$ cat config.mk
export PLATFORM = sky130hd
export DESIGN_NAME = instr_decode
export DESIGN_NICKNAME = d
export VERILOG_FILES = /design/src/verilog/decode_pkg.sv /design/src/verilog/decode_if.sv /design/src/verilog/field_split.sv /design/src/verilog/instr_decode.sv
export SDC_FILE = /design/constraint.sdc
export NUM_CORES = 1
export LEC_CHECK = 0
export ABC_CLOCK_PERIOD_IN_PS = 1320
export BUFFER_PORTS_ARGS = -buffer_cell sky130_fd_sc_hd__buf_2
export CAP_MARGIN = 25
export CORE_AREA = 2 2 53 55
export DETAILED_ROUTE_END_ITERATION = 10
export DIE_AREA = 0 0 55 57
export GPL_ROUTABILITY_DRIVEN = 0
export PLACE_DENSITY_LB_ADDON = 0.12
export REMOVE_ABC_BUFFERS = 1
export SLEW_MARGIN = 10
export SYNTH_ARGS = -nofsm -noshare
export SYNTH_HDL_FRONTEND = slang
export SYNTH_SLANG_ARGS = --single-unit
$ cat constraint.sdc
create_clock -name clk -period 1.32 [get_ports clk]
set_input_delay 0.264 -clock clk [delete_from_list [all_inputs] [get_ports clk]]
set_output_delay 0.264 -clock clk [all_outputs]
set_load 0.03 [all_outputs]
$ cat src/verilog/decode_pkg.sv
// Purpose: Constants and types for the twelve-bit instruction decoder.
// Assumes: Instruction words arrive from program memory on the core clock.
// Notes: Behaviour
package decode_pkg;
  localparam int          WORD_W       = 12;
  localparam int          IDX_W        = 7;
  localparam int          FIELD_IDX_W  = 5;
  localparam int          POS_W        = 3;
  localparam int          K8_W         = 8;
  localparam int          K9_W         = 9;
  localparam int          PHASE_W      = 2;
  localparam logic [1:0]  PHASE_LAST   = 2'h3;
  localparam int          IDX_LSB      = 0;
  localparam int          TGT_BIT      = 5;
  localparam int          POS_LSB      = 5;
  localparam int          K_LSB        = 0;
  localparam logic [11:0] NOP_WORD     = 12'h000;
  localparam logic [6:0]  IDX_MAX      = 7'h7f;
  // Top-nibble codes of the groups and of a call, the top three bits of a branch and the six-bit skip opcodes.
  localparam logic [3:0]  TOP_BYTE0    = 4'h0;
  localparam logic [3:0]  TOP_BYTE3    = 4'h3;
  localparam logic [3:0]  TOP_BCLR     = 4'h4;
  localparam logic [3:0]  TOP_BSET     = 4'h5;
  localparam logic [3:0]  TOP_BTSTC    = 4'h6;
  localparam logic [3:0]  TOP_BTSTS    = 4'h7;
  localparam logic [3:0]  TOP_CALL     = 4'h9;
  localparam logic [2:0]  TOP3_BRANCH  = 3'h5;
  localparam logic [5:0]  OP_DECSKIP   = 6'h0b;
  localparam logic [5:0]  OP_INCSKIP   = 6'h0f;
  typedef enum logic [1:0] {GRP_BYTE, GRP_BIT, GRP_LIT} group_t;
endpackage

$ cat src/verilog/decode_if.sv
`timescale 1ns/1ps
// Purpose: Carries the split fields from the field splitter to the core sequencer.
// Assumes: One clock domain.
// Notes: Pure combinational bundle.
interface decode_if;
  import decode_pkg::*;
  group_t           group;
  logic [5:0]       opcode;
  logic             target;
  logic [IDX_W-1:0] index;
  logic [POS_W-1:0] position;
  logic [K9_W-1:0]  constant;
  logic             is_branch;
  logic             is_call;
  logic             is_skip;
  modport split (output group, opcode, target, index, position, constant,
                 is_branch, is_call, is_skip);
  modport use_  (input group, opcode, target, index, position, constant,
                 is_branch, is_call, is_skip);
endinterface

$ cat src/verilog/field_split.sv
`timescale 1ns/1ps
// Purpose: Splits a 12-bit instruction word into group and operand fields.
// Assumes: Word is stable for the instruction cycle.
// Notes: Combinational only.
module field_split
  import decode_pkg::*;
(
  // Instruction word
  input  wire logic [WORD_W-1:0] word,
  // Fields
  decode_if.split                f
);
  logic [3:0] top;
  assign top = word[11:8];

  always_comb begin
    f.opcode    = word[11:6];
    f.target    = word[TGT_BIT];
    // Index zero-extends into the 7-bit register space.
    f.index     = {2'h0, word[IDX_LSB +: FIELD_IDX_W]};
    f.position  = word[POS_LSB +: POS_W];
    f.is_branch = (word[11:9] == TOP3_BRANCH);
    f.is_call   = (top == TOP_CALL);
    // Branch takes 9 bits; other literal forms carry 8 and the ninth reads zero.
    if (f.is_branch) begin
      f.constant = word[K_LSB +: K9_W];
    end else begin
      f.constant = {1'b0, word[K_LSB +: K8_W]};
    end
    if (top <= TOP_BYTE3) begin
      f.group = GRP_BYTE;
    end else if (top <= TOP_BTSTS) begin
      f.group = GRP_BIT;
    end else begin
      f.group = GRP_LIT;
    end
    f.is_skip = (top == TOP_BTSTC) || (top == TOP_BTSTS) ||
                (word[11:6] == OP_DECSKIP) || (word[11:6] == OP_INCSKIP);
  end
endmodule

$ cat src/verilog/instr_decode.sv
`timescale 1ns/1ps
// Purpose: Instruction decoder with phase counter and two-cycle sequencing.
// Assumes: Word is valid at the first phase; skip_true is valid at the last phase.
// Notes: Outputs other than cycle_start update at the end of each four-period instruction cycle.
module instr_decode
  import decode_pkg::*;
(
  // Clock and reset
  input  wire logic              clk,
  input  wire logic              rst_b,
  // Program memory
  input  wire logic [WORD_W-1:0] instr_word,
  // Datapath feedback
  input  wire logic              skip_true,
  // Decoded fields
  output logic [1:0]             group_code,
  output logic [5:0]             opcode,
  output logic                   to_accum,
  output logic                   to_register,
  output logic [IDX_W-1:0]       reg_index,
  output logic [POS_W-1:0]       bit_position,
  output logic [K9_W-1:0]        immediate,
  // Sequencing
  output logic                   cycle_start,
  output logic                   idle_cycle,
  output logic                   two_cycle,
  output logic                   pc_load
);
  decode_if f ();

  field_split u_split (
    .word (instr_word),
    .f    (f)
  );

  logic [PHASE_W-1:0] phase_reg;
  logic [PHASE_W-1:0] phase_next;
  logic               flush_reg;
  logic               flush_next;
  logic [1:0]         group_reg;
  logic [1:0]         group_next;
  logic [5:0]         opcode_reg;
  logic [5:0]         opcode_next;
  logic               acc_reg;
  logic               acc_next;
  logic               freg_reg;
  logic               freg_next;
  logic [IDX_W-1:0]   index_reg;
  logic [IDX_W-1:0]   index_next;
  logic [POS_W-1:0]   pos_reg;
  logic [POS_W-1:0]   pos_next;
  logic [K9_W-1:0]    imm_reg;
  logic [K9_W-1:0]    imm_next;
  logic               two_reg;
  logic               two_next;
  logic               pcl_reg;
  logic               pcl_next;
  logic               end_cycle;
  logic               discard;

  assign end_cycle = (phase_reg == PHASE_LAST);
  // The word fetched behind a branch, a call or a true test is dropped.
  assign discard   = !flush_reg && (pcl_reg || (skip_true && group_reg != GRP_LIT));

  always_comb begin
    phase_next     = phase_reg + 2'h1;
    flush_next     = flush_reg;
    group_next     = group_reg;
    opcode_next    = opcode_reg;
    acc_next       = acc_reg;
    freg_next      = freg_reg;
    index_next     = index_reg;
    pos_next       = pos_reg;
    imm_next       = imm_reg;
    two_next       = two_reg;
    pcl_next       = pcl_reg;
    if (end_cycle) begin
      // The second cycle of a two-cycle instruction discards the fetched word and runs idle.
      if (discard) begin
        flush_next     = 1'b1;
        group_next     = GRP_LIT;
        opcode_next    = NOP_WORD[11:6];
        acc_next       = 1'b0;
        freg_next      = 1'b0;
        index_next     = '0;
        pos_next       = '0;
        imm_next       = '0;
        two_next       = 1'b0;
        pcl_next       = 1'b0;
      end else begin
        flush_next  = 1'b0;
        group_next  = f.group;
        opcode_next = f.opcode;
        // Ignored bits never steer the result target outside byte group.
        acc_next    = (f.group == GRP_BYTE) && !f.target;
        freg_next   = (f.group == GRP_BYTE) && f.target;
        index_next  = f.index;
        pos_next    = f.position;
        imm_next    = f.constant;
        pcl_next    = f.is_branch || f.is_call;
        two_next    = pcl_next;
      end
    end
  end

  always_ff @(posedge clk or negedge rst_b) begin
    if (!rst_b) begin
      phase_reg     <= '0;
      flush_reg     <= 1'b1;
      group_reg     <= GRP_LIT;
      opcode_reg    <= '0;
      acc_reg       <= 1'b0;
      freg_reg      <= 1'b0;
      index_reg     <= '0;
      pos_reg       <= '0;
      imm_reg       <= '0;
      two_reg       <= 1'b0;
      pcl_reg       <= 1'b0;
    end else begin
      phase_reg     <= phase_next;
      flush_reg     <= flush_next;
      group_reg     <= group_next;
      opcode_reg    <= opcode_next;
      acc_reg       <= acc_next;
      freg_reg      <= freg_next;
      index_reg     <= index_next;
      pos_reg       <= pos_next;
      imm_reg       <= imm_next;
      two_reg       <= two_next;
      pcl_reg       <= pcl_next;
    end
  end

  assign group_code   = group_reg;
  assign opcode       = opcode_reg;
  assign to_accum     = acc_reg;
  assign to_register  = freg_reg;
  assign reg_index    = index_reg;
  assign bit_position = pos_reg;
  assign immediate    = imm_reg;
  assign two_cycle    = two_reg;
  assign pc_load      = pcl_reg;
  assign idle_cycle   = flush_reg;
  assign cycle_start  = (phase_reg == '0);
endmodule
==> reports/qor.csv, run 1 <==
stage,metric,value,unit
global_route,overflow,0,
floorplanning,die_height,57,um
synth,synth.distinct_cells,19,
global_route,grt-busiest-layer,met2,
timing,setup_violations,19,
setup_path,reg2reg_to,to_accum$_DFFE_PN0N_,
global_route,antenna_found_initial,0,
clock_tree,cts_buffers,3,
clock_tree,cts_sinks,21,
setup_path,criticalPathCategory,flip-flop to flip-flop,
finish,n_antenna_cell,0,
status,outcome,finished with violations,
hold_path,min_path_type,input pin to flip-flop,
setup_path,worst_ep_required_time,1570,ps
finish,fillers,262,
timing,hold_viol,0,
clock_tree,clock_latency,310,ps
floorplanning,initial_core_util,35.9,%
global_route,met3_usage,5.50,%
detailed_routing,first_pass_iters,4,
finish,nNetsFinal,137,
timing,period_share,104,%
synth,ys_ff_latch,21,
floorplanning,core_area,2620,um^2
pwr,p_per_area,1190,nW/um^2
finish,final_area,1250,um^2
detailed_routing,drt_iter0_markers,10,
detailed_routing,routed_wl,1.95,mm
floorplanning,placementRows,19,
timing,fin_ws,-58.9,ps
global_route,grt_pass1_vias,651,
timing,fmax,725,MHz
placement,portBuffers,45,
detailed_routing,wl_per_cell,13.0,um
floorplanning,die_w,55,um
setup_path,rr_worst_depth,5,
clock_tree,cts_tree,done,
clock_tree,clockRootBuffer,clkbuf_4,
clock_tree,htree_levels,1,
synth,ys_seq_area_share,56.3,%
finish,drive_gt1_share,57.1,%
timing,clock-skew-final,6.85,ps
placement,hpwlAfterDp,1.37,mm
setup_path,reg2reg_from,group_code[1]$_DFFE_PN1N_,
timing,maxSlewViolCount,0,
flow_run,drv_cap,0,
setup_path,crit_fanout,5,
global_route,grt_pass1_wl,2.92,mm
global_route,grt_start_max_net_pins,22,
synth,yosys_warnings,0,
global_route,grt_usage,13.2,%
clock_tree,clockBufferDepth,2,
detailed_routing,vias,714,
status,failed_checks,negative setup slack,
setup_path,crit_path_start_kind,flip-flop,
detailed_routing,viasPerCell,4.76,
clock_tree,clk_pin_slew_worst_paths,120,ps
pwr,power,0.00149,W
floorplanning,io_pins,48,
setup_path,reg2reg_slack,-60,ps
timing,min_period,1380,ps
pwr,vdd_drop_max,0.841,mV
pwr,power.leakage,0.649,nW
finish,areaGrowthSynthToFinish,33.5,%
hold_path,min_path_cells,2,
synth,syn_area,938,um^2
synth,syn_inst,76,
setup_path,end_kind,flip-flop,
finish,post-route-util,47.9,%
hold_path,min_to,immediate[1]$_DFFE_PN0N_,
setup_path,critPathArrivalTime,1630,ps
detailed_routing,ant_nets,0,
floorplanning,die-area,3140,um^2
timing,rsz0062_at_grt,yes,
placement,dpl_cell_area,1130,um^2
hold_path,hold_start,instr_word[1],
global_route,use_met2,18.4,%
detailed_routing,drc,0,
timing,whs,162,ps
synth,syn_area_per_cell,12.3,um^2
global_route,use_met1,18.1,%
==> what timing repair did <==
| item | in CTS | in global routing |
|---|---|---|
| setup buffers | 0 | 3 |
| setup endpoints to repair | 12 | 22 |
| endpoints found under the hold margin | 19 | 0 |
| pin swaps | 0 | 5 |
| gates resized for setup | 6 | 7 |
| gates cloned | 0 | 1 |
| hold buffers | 1 | 0 |
==> cell usage after synthesis <==
master | n | area, um^2
inv_2 | 2 | 7.51
o21ai_0 | 2 | 10.0
buf_6 | 1 | 11.3
inv_1 | 3 | 11.3
dfstp_2 | 2 | 52.6
nor2_1 | 3 | 11.3
a21oi_1 | 2 | 10.0
nand2b_4 | 1 | 13.8
ha_1 | 2 | 25.0
a221oi_4 | 1 | 26.3
conb_1 | 1 | 3.75
nor3_1 | 2 | 10.0
dfrtp_1 | 19 | 475
a22o_1 | 15 | 131
nand2_1 | 3 | 11.3
clkbuf_1 | 1 | 3.75
a32o_1 | 2 | 20.0
nor2b_1 | 1 | 6.26
buf_4 | 13 | 97.6
==> routing by layer <==
metal / up-vias / routed length [um]
li1: 337 / -
met1: 351 / 843
met2: 24 / 974
met3: 2 / 105
met4: 0 / 23
met5: - / 0
==> layout by cell type, fill, tap and decap left out, types with 3 or more instances in the layout <==
cell | netlist | final
dfrtp_1 | 19 | 18
a22o_1 | 15 | 15
clkbuf_4 | 0 | 3
nor2_1 | 3 | 3
inv_2 | 2 | 4
buf_2 | 0 | 43
nand2_1 | 3 | 3
buf_6 | 1 | 4
buf_4 | 13 | 3
==> worst max-delay path, stage by stage, from the launching register on <==
cell	delay (ps)
dfstp_2	600
nand2b_4	70
a221oi_4	240
buf_4	170
clkbuf_16	120
a22o_1	120
==> where the power goes <==
group | leakage (nW) | internal, W | switching [W]
Combinational | 0.373 | 0.000141 | 0.000291
Clock | 0.0177 | 0.000113 | 0.000194
Sequential | 0.259 | 0.000708 | 0.0000461
==> metrics by stage <==
stage          setup TNS, ps  instances  setup WS (ps)
3_5_place_dp           -1.54        141          -1.49
3_3_place_gp               0        141           17.5
6_report                -588        150          -58.9
4_1_cts                 -220        146          -30.5
2_1_floorplan          -3760         62           -242
5_1_grt                -1850        150           -121
==> cells by family (layout without fill, tap and decap cells) <==
family | after synthesis | in the layout | synth area share [%]
AO/OA/AOI/OAI | 22 | 22 | 21.1
adder cells (fa/ha/maj) | 2 | 2 | 2.67
buffers and inverters | 20 | 62 | 14.0
flip-flops | 21 | 21 | 56.3
other | 1 | 2 | 0.400
AND/OR/NAND/NOR | 10 | 10 | 5.60
==> worst max-delay path by stage <==
stage | startpoint | end | cells past startpoint
floorplan | two_cycle$_DFFE_PN0N_ | group_code[0]$_DFFE_PN0N_ | 2
global placement | idle_cycle$_DFFE_PN1N_ | opcode[0]$_DFFE_PN0N_ | 4
detailed placement | idle_cycle$_DFFE_PN1N_ | immediate[2]$_DFFE_PN0N_ | 4
CTS | group_code[1]$_DFFE_PN1N_ | group_code[1] | 1
global route | idle_cycle$_DFFE_PN1N_ | group_code[0]$_DFFE_PN0N_ | 5
finish | group_code[1]$_DFFE_PN1N_ | to_accum$_DFFE_PN0N_ | 5
==> final cells by class <==
cell class | instances | area, um^2 | area share (%)
sequential | 21 | 529 | 42.3
timing repair buffer | 53 | 338 | 27.0
multi-input combinational | 36 | 300 | 24.0
tap | 31 | 38.8 | 3.10
clock buffer | 3 | 22.5 | 1.80
inverter | 5 | 18.8 | 1.50
clock inverter | 1 | 5.00 | 0.400
(Power assumes the default switching activity.)
==> run 2, diff against run 1 <==
- CORE_AREA: 2 2 53 55 -> 2 2 55 57
- DIE_AREA: 0 0 55 57 -> 0 0 57 59
==> reports/qor.csv, run 2 (synthesis results as in run 1) <==
stage,metric,value,unit
placement,portBuffers,45,
pwr,power.switching,0.000522,W
timing,hold_viol,0,
setup_path,end_kind,output pin,
detailed_routing,routed_wl,1.89,mm
global_route,grt_pass1_vias,667,
clock_tree,cts_buffers,3,
finish,areaGrowthSynthToFinish,28.4,%
clock_tree,clockBufferDepth,2,
pwr,p_per_area,1230,nW/um^2
floorplanning,placementRows,19,
setup_path,crit_path_start_kind,flip-flop,
clock_tree,clockRootBuffer,clkbuf_4,
setup_path,worst_ep_required_time,1060,ps
setup_path,cp.buffers_inverters,1,
global_route,use_met1,15.2,%
setup_path,crit_chain,buf_2,
timing,period_share,102,%
hold_path,min_path_type,input pin to flip-flop,
detailed_routing,vias,728,
pwr,p_int,0.000962,W
clock_tree,cts_tree,done,
global_route,overflow,0,
pwr,seqPwrFrac,50.8,%
finish,fillers,272,
setup_path,criticalPathCategory,flip-flop to output pin,
floorplanning,die_height,59,um
finish,final_area,1200,um^2
clock_tree,htree_levels,1,
global_route,met3_usage,4.59,%
setup_path,crit_fanout,4,
timing,whs,178,ps
setup_path,slowest_delay,580,ps
setup_path,critPathTopFamily,flip-flops,
detailed_routing,drc,0,
finish,final_common_cell,buf_2,
pwr,power.share.switching,35.2,%
setup_path,critPathArrivalTime,1080,ps
timing,min_period,1340,ps
global_route,grt_start_max_net_pins,22,
setup_path,slowest_stage,dfstp_2,
global_route,grt_pass1_wl,2.99,mm
global_route,grt_usage,11.4,%
placement,dpl_cell_area,1120,um^2
pwr,power.leakage,0.627,nW
finish,final_cell_mix,"43 x buf_2, 18 x dfrtp_1, 15 x a22o_1",
timing,maxSlewViolCount,0,
detailed_routing,first_pass_iters,5,
timing,setup_violations,3,
detailed_routing,ant_nets,0,
pwr,power_frac_clock,20.1,%
floorplanning,die-area,3360,um^2
global_route,antenna_found_initial,0,
flow_run,drv_cap,0,
status,failed_checks,negative setup slack,
timing,fin_ws,-21.3,ps
timing,fmax,746,MHz
finish,n_antenna_cell,0,
floorplanning,core_area,2710,um^2
floorplanning,initial_core_util,34.6,%
timing,tns,-45.5,ps
global_route,grt-busiest-layer,met2,
detailed_routing,wl_per_cell,12.9,um
detailed_routing,viasPerCell,4.95,
pwr,comb_power_share,29.2,%
finish,nNetsFinal,134,
pwr,power,0.00148,W
finish,drive_gt1_share,56.0,%
clock_tree,clk_pin_slew_worst_paths,110,ps
floorplanning,io_pins,48,
floorplanning,die_w,57,um
pwr,vdd_drop_max,0.890,mV
placement,hpwlAfterDp,1.33,mm
status,outcome,finished with violations,
finish,post-route-util,44.5,%
detailed_routing,drt_iter0_markers,14,
clock_tree,cts_sinks,21,
clock_tree,clock_latency,300,ps
timing,clock-skew-final,5.38,ps
global_route,use_met2,17.9,%
timing,rsz0062_at_grt,yes,
-- run 2: area by class of cell --
cell class	count	area, um^2	share of cell area, %
clock buffer	3	22.5	1.87
sequential	21	529	43.9
tap	31	38.8	3.22
timing repair buffer	50	290	24.1
clock inverter	1	5.00	0.415
multi-input combinational	36	300	24.9
inverter	5	18.8	1.56
-- run 2: worst paths after layout --
check	from	endpoint	slack, ps	cells past startpoint
worst min-delay path	instr_word[4]	immediate[4]$_DFFE_PN0N_	180	2
max in group asynchronous	rst_b	idle_cycle$_DFFE_PN1N_	550	2
min in group asynchronous	rst_b	opcode[3]$_DFFE_PN0N_	430	2
worst max-delay path	idle_cycle$_DFFE_PN1N_	idle_cycle	-20	1
worst min register to register	to_register$_DFFE_PN0N_	to_register$_DFFE_PN0N_	510	1
worst max register to register	idle_cycle$_DFFE_PN1N_	group_code[0]$_DFFE_PN0N_	-20	4
-- run 2: power by group through the flow --
stage	sequential, W	combinational, W	clock (W)
after floorplan	0.000959	0.0000863	0
after global placement	0.000762	0.000430	0
after detailed placement	0.000765	0.000429	0
after CTS	0.000753	0.000434	0.000320
after global routing	0.000763	0.000457	0.000346
final	0.000754	0.000433	0.000298
-- run 2: what timing repair did --
action	in CTS	in global routing
hold buffers	1	0
gates cloned	0	0
hold endpoints to repair	19	0
resized for setup	6	5
setup endpoints to repair	5	22
setup buffers	1	1
-- run 2: routing by layer --
layer / vias to the layer above / wire length (um)
met5: - / 0
met4: 0 / 13
met3: 2 / 121
met2: 27 / 957
met1: 363 / 801
li1: 336 / -
-- run 2: through the flow --
stage / cells / setup WS [ps]
after global placement: 140 / 16.7
after CTS: 146 / -25.6
after global routing: 147 / -98.5
after floorplan: 62 / -242
final: 147 / -21.3
after detailed placement: 140 / -0.922
-- run 2: worst register-to-register path, delay by kind of cell, from the launching register on --
family	cells	cell delay, ps
buffers and inverters	2	250
flip-flops	1	580
AO/OA/AOI/OAI	2	460
